`src/core/tacp_pkg.sv`:
```
// Constants and types shared by the timer A control and prescaler block
package tacp_pkg;

	// ****************************************************************
	// Register indices and byte addresses
	// ****************************************************************
	localparam logic [7:0] IDX_CONTROL  = 8'hE2;
	localparam logic [7:0] IDX_PRESCALE = 8'hE3;
	localparam logic [7:0] IDX_DATA     = 8'hE4;
	localparam logic [7:0] IDX_COUNT    = 8'hE5;
	localparam logic [7:0] IDX_INT_STAT = 8'hE6;
	localparam logic [7:0] IDX_INT_MASK = 8'hE7;
	localparam logic [9:0] ADDR_CONTROL  = {IDX_CONTROL, 2'h0};
	localparam logic [9:0] ADDR_PRESCALE = {IDX_PRESCALE, 2'h0};
	localparam logic [9:0] ADDR_DATA     = {IDX_DATA, 2'h0};
	localparam logic [9:0] ADDR_COUNT    = {IDX_COUNT, 2'h0};
	localparam logic [9:0] ADDR_INT_STAT = {IDX_INT_STAT, 2'h0};
	localparam logic [9:0] ADDR_INT_MASK = {IDX_INT_MASK, 2'h0};

	// ****************************************************************
	// Field positions
	// ****************************************************************
	localparam int CTL_MODE_LO    = 6;
	localparam int CTL_CLEAR      = 5;
	localparam int CTL_RUN        = 4;
	localparam int CTL_EN_MATCH   = 3;
	localparam int CTL_EN_OVF     = 2;
	localparam int CTL_PEND_MATCH = 1;
	localparam int CTL_PEND_OVF   = 0;
	localparam int PS_SRC         = 7;
	localparam int IST_MATCH      = 0;
	localparam int IST_OVF        = 1;

	// ****************************************************************
	// Reset values and limits
	// ****************************************************************
	localparam logic [7:0]  CONTROL_RST  = 8'h00;
	localparam logic [7:0]  PRESCALE_RST = 8'h00;
	localparam logic [7:0]  DATA_RST     = 8'hFF;
	localparam logic [1:0]  MASK_RST     = 2'h0;
	localparam logic [3:0]  PS_MAX       = 4'hC;
	localparam logic [11:0] PCNT_RST     = 12'h000;

	// ****************************************************************
	// Types
	// ****************************************************************
	typedef enum logic [1:0] {
		MODE_INTERVAL = 2'h0,
		MODE_CAP_RISE = 2'h1,
		MODE_CAP_FALL = 2'h2,
		MODE_PWM      = 2'h3
	} tacp_mode_t;

	typedef enum logic [1:0] {
		BUS_IDLE = 2'h1,
		BUS_ACK  = 2'h2
	} tacp_bus_t;

endpackage : tacp_pkg

```
`src/core/tacp_tick_if.sv`:
```
// Carrier between the timer control and its prescaler
`timescale 1ns/1ps
interface tacp_tick_if;
	logic       src_tick;
	logic [3:0] ps_value;
	logic       clear;
	logic       tick;

	modport ctrl  (output src_tick, output ps_value, output clear, input tick);
	modport presc (input src_tick, input ps_value, input clear, output tick);
endinterface : tacp_tick_if

```
`src/core/tacp_prescaler.sv`:
```
// Power-of-two prescaler for the timer A clock
`timescale 1ns/1ps
module tacp_prescaler (
	// Clock and reset
	input  wire logic   core_clk,
	input  wire logic   rst_n,
	// Tick carrier
	tacp_tick_if.presc  tk
);

	typedef struct packed {
		logic [11:0] cnt;
		logic        tick;
	} tacp_presc_t;

	tacp_presc_t        st;
	tacp_presc_t        next_st;
	logic        [3:0]  ps_eff;
	logic        [12:0] limit;

	// ****************************************************************
	// Divide the source by two to the prescale value
	// ****************************************************************
	always_comb
	begin
		next_st = st;
		next_st.tick = 1'b0;
		// Invalid settings are held at the largest divider
		ps_eff = (tk.ps_value > tacp_pkg::PS_MAX) ? tacp_pkg::PS_MAX : tk.ps_value;
		limit = (13'h0001 << ps_eff) - 13'h0001;
		if (tk.clear)
			next_st.cnt = tacp_pkg::PCNT_RST;
		else if (tk.src_tick)
		begin
			if ({1'b0, st.cnt} >= limit)
			begin
				next_st.cnt = tacp_pkg::PCNT_RST;
				next_st.tick = 1'b1;
			end
			else
				next_st.cnt = st.cnt + 12'h001;
		end
	end

	always_ff @(posedge core_clk)
	begin
		if (!rst_n)
			st <= '{cnt: tacp_pkg::PCNT_RST, tick: 1'b0};
		else
			st <= next_st;
	end

	assign tk.tick = st.tick;
endmodule : tacp_prescaler

```
`src/core/tacp_timer_a.sv`:
```
// Timer A control, prescaler, interrupt flags and register slave
//
// Added by the designer: the Avalon-MM interface to the registers.
`timescale 1ns/1ps
module tacp_timer_a (
	// Clock and reset
	input  wire logic        core_clk,
	input  wire logic        rst_n,
	// Avalon-MM slave
	input  wire logic [9:0]  avs_address,
	input  wire logic        avs_read,
	input  wire logic        avs_write,
	input  wire logic [31:0] avs_writedata,
	input  wire logic [3:0]  avs_byteenable,
	output logic      [31:0] avs_readdata,
	output logic             avs_waitrequest,
	// Timer pins
	input  wire logic        timer_a_ext_clock_pin,
	input  wire logic        timer_a_capture_pin,
	output logic             timer_a_output_pin,
	// Interrupt
	output logic             timer_irq
);

	typedef struct packed {
		tacp_pkg::tacp_mode_t mode;
		logic                 run;
		logic                 en_match;
		logic                 en_ovf;
		logic                 pend_match;
		logic                 pend_ovf;
		logic                 ext_sel;
		logic [3:0]           ps;
		logic [7:0]           data;
		logic [7:0]           cnt;
		logic [7:0]           capture;
		logic                 out_pin;
		logic [1:0]           ist;
		logic [1:0]           mask;
		logic                 irq;
		logic                 ext_prev;
		logic                 cap_prev;
		logic                 clr_pulse;
		tacp_pkg::tacp_bus_t  bus;
		logic [31:0]          rdata;
		logic                 waitreq;
	} tacp_state_t;

	tacp_state_t st;
	tacp_state_t next_st;
	tacp_tick_if tk ();

	logic        wr_en;
	logic        wr_ctl;
	logic        clr_req;
	logic        count_en;
	logic        cap_edge;
	logic        ev_match;
	logic        ev_ovf;
	logic [7:0]  ctl_rd;
	logic [7:0]  ps_rd;
	logic [31:0] rd_mux;

	// ****************************************************************
	// Prescaler
	// ****************************************************************
	assign tk.src_tick = st.ext_sel ? (timer_a_ext_clock_pin && !st.ext_prev) : 1'b1;
	assign tk.ps_value = st.ps;
	assign tk.clear    = st.clr_pulse;

	tacp_prescaler u_presc (
		.core_clk (core_clk),
		.rst_n    (rst_n),
		.tk       (tk.presc)
	);

	// ****************************************************************
	// Register read view
	// ****************************************************************
	always_comb
	begin
		ctl_rd = {st.mode, 1'b0, st.run, st.en_match, st.en_ovf, st.pend_match, st.pend_ovf};
		ps_rd = {st.ext_sel, 3'h0, st.ps};
		case (avs_address)
			tacp_pkg::ADDR_CONTROL:  rd_mux = {24'h000000, ctl_rd};
			tacp_pkg::ADDR_PRESCALE: rd_mux = {24'h000000, ps_rd};
			tacp_pkg::ADDR_DATA:     rd_mux = {24'h000000, st.data};
			tacp_pkg::ADDR_COUNT:    rd_mux = {15'h0000, st.out_pin, st.capture, st.cnt};
			tacp_pkg::ADDR_INT_STAT: rd_mux = {30'h00000000, st.ist};
			tacp_pkg::ADDR_INT_MASK: rd_mux = {30'h00000000, st.mask};
			default:                 rd_mux = 32'h00000000;
		endcase
	end

	// ****************************************************************
	// Timer events
	// ****************************************************************
	always_comb
	begin
		wr_en = (st.bus == tacp_pkg::BUS_ACK) && avs_write && avs_byteenable[0];
		wr_ctl = wr_en && (avs_address == tacp_pkg::ADDR_CONTROL);
		clr_req = wr_ctl && avs_writedata[tacp_pkg::CTL_CLEAR];
		count_en = st.run && tk.tick;
		cap_edge = 1'b0;
		ev_match = 1'b0;
		ev_ovf = 1'b0;
		case (st.mode)
			tacp_pkg::MODE_INTERVAL:
			begin
				ev_match = count_en && (st.cnt == st.data);
			end
			tacp_pkg::MODE_CAP_RISE:
			begin
				cap_edge = st.run && timer_a_capture_pin && !st.cap_prev;
				ev_match = cap_edge;
				ev_ovf = count_en && (st.cnt == 8'hFF);
			end
			tacp_pkg::MODE_CAP_FALL:
			begin
				cap_edge = st.run && !timer_a_capture_pin && st.cap_prev;
				ev_match = cap_edge;
				ev_ovf = count_en && (st.cnt == 8'hFF);
			end
			tacp_pkg::MODE_PWM:
			begin
				ev_match = count_en && (st.cnt == st.data);
				ev_ovf = count_en && (st.cnt == 8'hFF);
			end
			default:
			begin
				ev_match = 1'b0;
			end
		endcase
	end

	// ****************************************************************
	// Next state
	// ****************************************************************
	always_comb
	begin
		next_st = st;
		next_st.ext_prev = timer_a_ext_clock_pin;
		next_st.cap_prev = timer_a_capture_pin;
		next_st.clr_pulse = clr_req;

		// Bus handshake: one wait cycle, then the ending edge
		case (st.bus)
			tacp_pkg::BUS_IDLE:
			begin
				if (avs_read || avs_write)
				begin
					next_st.bus = tacp_pkg::BUS_ACK;
					next_st.waitreq = 1'b0;
					next_st.rdata = avs_read ? rd_mux : 32'h00000000;
				end
			end
			tacp_pkg::BUS_ACK:
			begin
				next_st.bus = tacp_pkg::BUS_IDLE;
				next_st.waitreq = 1'b1;
			end
			default:
			begin
				next_st.bus = tacp_pkg::BUS_IDLE;
				next_st.waitreq = 1'b1;
			end
		endcase

		// Register writes
		if (wr_en)
		begin
			case (avs_address)
				tacp_pkg::ADDR_CONTROL:
				begin
					next_st.mode = tacp_pkg::tacp_mode_t'(avs_writedata[7:6]);
					next_st.run = avs_writedata[tacp_pkg::CTL_RUN];
					next_st.en_match = avs_writedata[tacp_pkg::CTL_EN_MATCH];
					next_st.en_ovf = avs_writedata[tacp_pkg::CTL_EN_OVF];
					if (!avs_writedata[tacp_pkg::CTL_PEND_MATCH])
						next_st.pend_match = 1'b0;
					if (!avs_writedata[tacp_pkg::CTL_PEND_OVF])
						next_st.pend_ovf = 1'b0;
				end
				tacp_pkg::ADDR_PRESCALE:
				begin
					next_st.ext_sel = avs_writedata[tacp_pkg::PS_SRC];
					next_st.ps = avs_writedata[3:0];
				end
				tacp_pkg::ADDR_DATA:
				begin
					next_st.data = avs_writedata[7:0];
				end
				tacp_pkg::ADDR_INT_STAT:
				begin
					next_st.ist = st.ist & ~avs_writedata[1:0];
				end
				tacp_pkg::ADDR_INT_MASK:
				begin
					next_st.mask = avs_writedata[1:0];
				end
				default:
				begin
					next_st.data = st.data;
				end
			endcase
		end

		// Counter and output pin
		if (clr_req)
			next_st.cnt = 8'h00;
		else if (count_en)
		begin
			if (st.mode == tacp_pkg::MODE_INTERVAL && ev_match)
				next_st.cnt = 8'h00;
			else
				next_st.cnt = st.cnt + 8'h01;
		end
		if (st.mode == tacp_pkg::MODE_INTERVAL && ev_match)
			next_st.out_pin = !st.out_pin;
		else if (st.mode == tacp_pkg::MODE_PWM)
			next_st.out_pin = (next_st.cnt < st.data);
		if (cap_edge)
			next_st.capture = st.cnt;

		// Hardware set wins over a software clear
		if (ev_match)
		begin
			next_st.pend_match = 1'b1;
			next_st.ist[tacp_pkg::IST_MATCH] = 1'b1;
		end
		if (ev_ovf)
		begin
			next_st.pend_ovf = 1'b1;
			next_st.ist[tacp_pkg::IST_OVF] = 1'b1;
		end

		next_st.irq = (next_st.pend_match && next_st.en_match)
			|| (next_st.pend_ovf && next_st.en_ovf)
			|| (|(next_st.ist & next_st.mask));
	end

	// ****************************************************************
	// State register
	// ****************************************************************
	always_ff @(posedge core_clk)
	begin
		if (!rst_n)
		begin
			st <= '0;
			st.mode <= tacp_pkg::tacp_mode_t'(tacp_pkg::CONTROL_RST[7:6]);
			st.run <= tacp_pkg::CONTROL_RST[tacp_pkg::CTL_RUN];
			st.ext_sel <= tacp_pkg::PRESCALE_RST[tacp_pkg::PS_SRC];
			st.ps <= tacp_pkg::PRESCALE_RST[3:0];
			st.data <= tacp_pkg::DATA_RST;
			st.mask <= tacp_pkg::MASK_RST;
			st.bus <= tacp_pkg::BUS_IDLE;
			st.waitreq <= 1'b1;
		end
		else
			st <= next_st;
	end

	assign avs_readdata       = st.rdata;
	assign avs_waitrequest    = st.waitreq;
	assign timer_a_output_pin = st.out_pin;
	assign timer_irq          = st.irq;
endmodule : tacp_timer_a

```
`config.mk`:
```
export PLATFORM = sky130hd
export DESIGN_NAME = tacp_timer_a
export DESIGN_NICKNAME = d
export VERILOG_FILES = /design/src/core/tacp_pkg.sv /design/src/core/tacp_tick_if.sv /design/src/core/tacp_prescaler.sv /design/src/core/tacp_timer_a.sv
export SDC_FILE = /design/constraint.sdc
export NUM_CORES = 1
export LEC_CHECK = 0
export BUFFER_PORTS_ARGS = -buffer_cell sky130_fd_sc_hd__buf_2
export CAP_MARGIN = 20
export CORE_MARGIN = 5
export CORE_UTILIZATION = 50
export DETAILED_ROUTE_END_ITERATION = 10
export PLACE_DENSITY = 0.74
export SLEW_MARGIN = 20
export SYNTH_ARGS = -nofsm -noshare
export SYNTH_HDL_FRONTEND = slang
export SYNTH_SLANG_ARGS = --single-unit
```
`constraint.sdc`:
```
create_clock -name core_clk -period 4.4 [get_ports core_clk]
set_input_delay 0.66 -clock core_clk [delete_from_list [all_inputs] [get_ports core_clk]]
set_output_delay 0.66 -clock core_clk [all_outputs]
set_load 0.01 [all_outputs]
```
# == Yosys cells after proc, flatten, opt, wreduce, memory -nomap -nowiden ==
# Index checks and enable logic that the tools add are counted.
# classes
addsub,3
magnitude_cmp,3
n_eq_ne,13
shifts,1
mux,27
n_bitwise,5
reduce_logical,34
# ops
operator,count
case mux 17 bit (6 select lines),1
== test 10 bit (second input constant),6
two-way mux 32 bit,1
two-way mux 8 bit,4
two-way mux 17 bit,1
logical AND 1 bit,15
greater-or-equal comparator 12 x 13 -> 1 bit,1
left shift 1 x 4 -> 13 bit (first input constant),1
subtractor 13 x 1 -> 13 bit (second input constant),1
adder 12 x 1 -> 12 bit (second input constant),1
two-way mux 12 bit,1
two-way mux 4 bit,3
two-way mux 1 bit,11
AND reduction 2 bit,5
adder 8 x 1 -> 8 bit (second input constant),1
== test 8 bit,1
== test 8 bit (second input constant),1
less-than comparator 8 bit,1
== test 2 bit (second input constant),3
OR reduction 2 bit,3
OR reduction 3 bit,2
two-way mux 5 bit,1
AND 2 bit,2
== test 2 x 1 -> 1 bit (second input constant),2
10 further kinds,17
# word_totals
register_bits,93
inputBits,52
elab_cells,109

# == Longest topological paths before layout ==
# depth
ltp_word,11
depth_mapped,15

# == By module ==
# From an unflattened synthesis, not the netlist that was laid out.
# hier_totals
hier_cells,539
hier_area_um2,4470.5
# by_module_without_submodules
mod,instances,cells_each,area_per_inst_um2,seq_area_each_um2
tacp_timer_a,1,407,3404.5,1281.2
tacp_prescaler,1,132,1066.0,260.2

# == Least setup slack after synthesis ==
# Ideal clock, no wire load.
# synth_path
path_type,input-to-reg
from,in avs_address[1]
to,reg st (netlist bit timer_a_output_pin)
setup_ps,57
arrival_ps,3188
required_ps,4343
path_slack_ps,1155
path_stages,11
n_path_buf,1
cell_sequence,or4b_1 > buf_2 > nor4_4 > nand2_1 > o31ai_1 > nor2_1 > ha_1 > a21o_1 > a21o_1 > a221oi_1 > o21ba_2
# synth_rtl
element,line_no,text
from (decl),tacp_timer_a.sv:10,"input wire logic [9:0] avs_address,"
to (signal assigned),tacp_timer_a.sv:260,st <= next_st;
to (decl),tacp_timer_a.sv:49,tacp_state_t st;

==> results.md <==
- Status: completed
- PD cells: 293 nW/um^2
- Layout cell share with drive strength beyond 1: 13.6%
- Core area: 8640 sq um
- Hold Vio Cnt, Final: 0
- Final wirelength: between 9 and 10 mm
- Final Net Count: 612
- GRT Resource Usage Total: 18.4%
- Crit path DAT: 4.04 ns
- Worst setup SP type: flip-flop
- Crit Path Max Fanout: 8
- Vias per inst: roughly 5.6
- Max Root-Sink Buffers: 2
- Reg2reg path depth: 11
- Commonest non-fill, non-tap cell in the layout: dfxtp_1
- DR WL/cell: 15.3 microns
- Slew HR: a little over a quarter
- Hold-fix buffer count after cts: 0
- Area contributors post-synth: dfxtp_1 (35%), ha_1 (8.0%), buf_4 (5.5%)
- Core Rows: 34
- # diodes: 0
- I/O Pins: 87
- Setup Fix Bufs, Post-CTS: 0
- Num CTS Buffers: 9
- Yosys top cell by area: dfxtp_1
- Mean Syn Cell Area: about 8.5 sq um
- Pin count of the biggest net entering global routing: 34
- Die Wd: 104 microns
- CP required: 4.70 ns
- Worst setup path startpoint: ctl_rd[6]$_SDFFE_PN0P_
- Mapped cell area: approximately 4400 sq um
- Util after Layout: between 50% and 60%
- Max capacitance violation total: 0
- Clock skew: 0.0142 ns
- Quantity of I/O buffers inserted on ports: 44
- Worst-margin pin slew: 1.09 ns
- TNS Setup: 0 ns
- Vias in the first global route: 3,513
- RSZ-0062 raised after global routing: false
- Share of flip-flops with an asynchronous set or reset: 0%
- EDFF count, synth: 0
- Crit path time final: 3.74 ns
- Clk Tree Root Cell: clkbuf_8
- Cells after synthesis: around 500
- Reg-to-reg startpoint: ctl_rd[6]$_SDFFE_PN0P_
- Hold Crit Class: flip-flop to flip-flop
- H-tree depth: 3
- Yosys warnings: 0
- Iteration-0 DRC Markers: 221
- Initial antenna violation count: 0
- Fill cells: a little under 800
- Via count: 3,636
- Initial Utilization: around half
- Final worst-path setup slack: around 0.66 ns
- Fmax: 267 MHz
- R2r setup slk: 0.66 ns
- Reg-to-Reg End: timer_a_output_pin$_SDFFE_PN0P_
- Critical path class: flip-flop to flip-flop
- VDD IR max: around 120 uV
- DRC Markers: 0
- DR pass1 iterations: 6
- Worst-Skew Late Latency: between 0.3 and 0.4 ns
- Top FF cell, synth: dfxtp_1
- First-pass GRT wire length: 16.6 mm
- DP Wirelength: 7.49 mm
- Sequential area share after synthesis: about a third
- RePlAce Congestion: 0.903
- Slew Limit Fails: 0
- Final hold slack: 0.457 ns
- CTS tree: yes
- Sink Count: 77
- Critical Path End: timer_a_output_pin$_SDFFE_PN0P_
- Final Power: 0.00139 W
- Synth unique cells: 61
- Final setup vio count: 0
- Die footprint: 10,700 sq um
- Post-cts repair resize count: 0
- Static leakage: 2.04 nW
- Chip height: 104 microns
- Congestion Overflow GR: 0
- Post-route ant nets: 0
- P&R area growth vs syn: 8.03%
- Clk slew on worst S/H paths: ~0.09 ns
- Place WS: 0.686 ns
- #FFs+latches synth: 77
- Most frequent cells in the layout: dfxtp_1 (77), nor2_1 (60), nand2_1 (47)
- Synth top area share: 35.2%
- Final Cycle Share: 85.0%
- Crit end category: flip-flop
## Yosys cell counts (7+ instances only)
library cell and n:
dfxtp_1 77, nor2_1 60, nand2_1 47, buf_4 32, ha_1 28, mux2i_1 23
clkbuf_1 21, a21oi_1 19, inv_1 19, xor2_1 18, nand3_1 16, o21ai_0 16
a22oi_1 10, xnor2_1 9, and2_1 7, nand4_1 7
## metrics by stage
stage	cell area, sq um	instances
4_1_cts	4730	645
6_report	4730	645
2_1_floorplan	4430	527
3_5_place_dp	4490	629
5_1_grt	4730	645
3_3_place_gp	4490	629
## state kept, by name (all words and copies together) (netlist names)
| signal | cells |
|---|---|
| u_presc.tk.tick | 1 |
| timer_irq | 1 |
| tk.ps_value | 4 |
| ps_rd | 1 |
| st | 32 |
| u_presc.st | 12 |
| tk.clear | 1 |
| ctl_rd | 7 |
| timer_a_output_pin | 1 |
| avs_readdata | 17 |
## power breakdown
| part | internal [W] | total [W] | switching, W | leakage [nW] |
|---|---|---|---|---|
| logic | 0.0000205 | 0.0000646 | 0.0000440 | 1.31 |
| clock network | 0.000339 | 0.000619 | 0.000280 | 0.113 |
| registers | 0.000699 | 0.000701 | 0.00000192 | 0.622 |
## metal layers
metal	up-vias	share of wire, %	global-route usage [%]
met3	12	5.6	3.67
met1	1712	46	23.8
met4	0	1.4	7.31
met2	104	47	30.0
li1	1808	-	-
met5	-	0	0
## area by class of cell
| type | instances | area (sq um) | area share [%] |
|---|---|---|---|
| Clock buffer | 10 | 138 | 2.91 |
| Sequential cell | 77 | 1540 | 32.6 |
| Tap cell | 108 | 135 | 2.86 |
| Clock inverter | 6 | 93.8 | 1.98 |
| Multi-Input combinational cell | 376 | 2500 | 52.8 |
| Timing Repair Buffer | 48 | 250 | 5.29 |
| Inverter | 20 | 75.1 | 1.59 |
## critical path: stages, from the launching register on
cell and delay, ns:
dfxtp_1 0.49, inv_1 0.13, ha_1 0.32, a2111oi_0 0.45
a31oi_1 0.40, o31ai_1 0.66, nor2_1 0.13, ha_1 0.32
a21o_1 0.16, a21o_1 0.17, a221oi_1 0.27, o21ba_2 0.19
## how the worst min path moves through the flow
stage,endpoint,from,cells after the start,slack [ns]
final,avs_readdata[3]$_SDFFE_PN0P_,avs_readdata[3]$_SDFFE_PN0P_,1,0.46
after global routing,avs_readdata[3]$_SDFFE_PN0P_,avs_readdata[3]$_SDFFE_PN0P_,1,0.50
after CTS,avs_readdata[3]$_SDFFE_PN0P_,avs_readdata[3]$_SDFFE_PN0P_,1,0.46
after detailed placement,avs_readdata[3]$_SDFFE_PN0P_,avs_readdata[3]$_SDFFE_PN0P_,1,0.44
after global placement,avs_readdata[3]$_SDFFE_PN0P_,avs_readdata[3]$_SDFFE_PN0P_,1,0.43
after floorplan,avs_readdata[0]$_SDFFE_PN0P_,avs_readdata[0]$_SDFFE_PN0P_,2,0.43
## cell families (layout without fill, tap and decap cells)
family / Yosys count / in the layout / share of synthesized area (%)
and+or+nand+nor: 186 / 186 / 21.4
AOI/OAI and AO/OA: 95 / 95 / 15.0
DFF: 77 / 77 / 35.2
buffers and inverters: 74 / 84 / 9.11
adders and majority gates: 28 / 28 / 8.00
xor gates and xnor gates: 27 / 27 / 5.40
muxes: 25 / 25 / 5.86
other: 1 / 15 / 0.0856
Note: power is estimated with default switching activity, not from simulation.
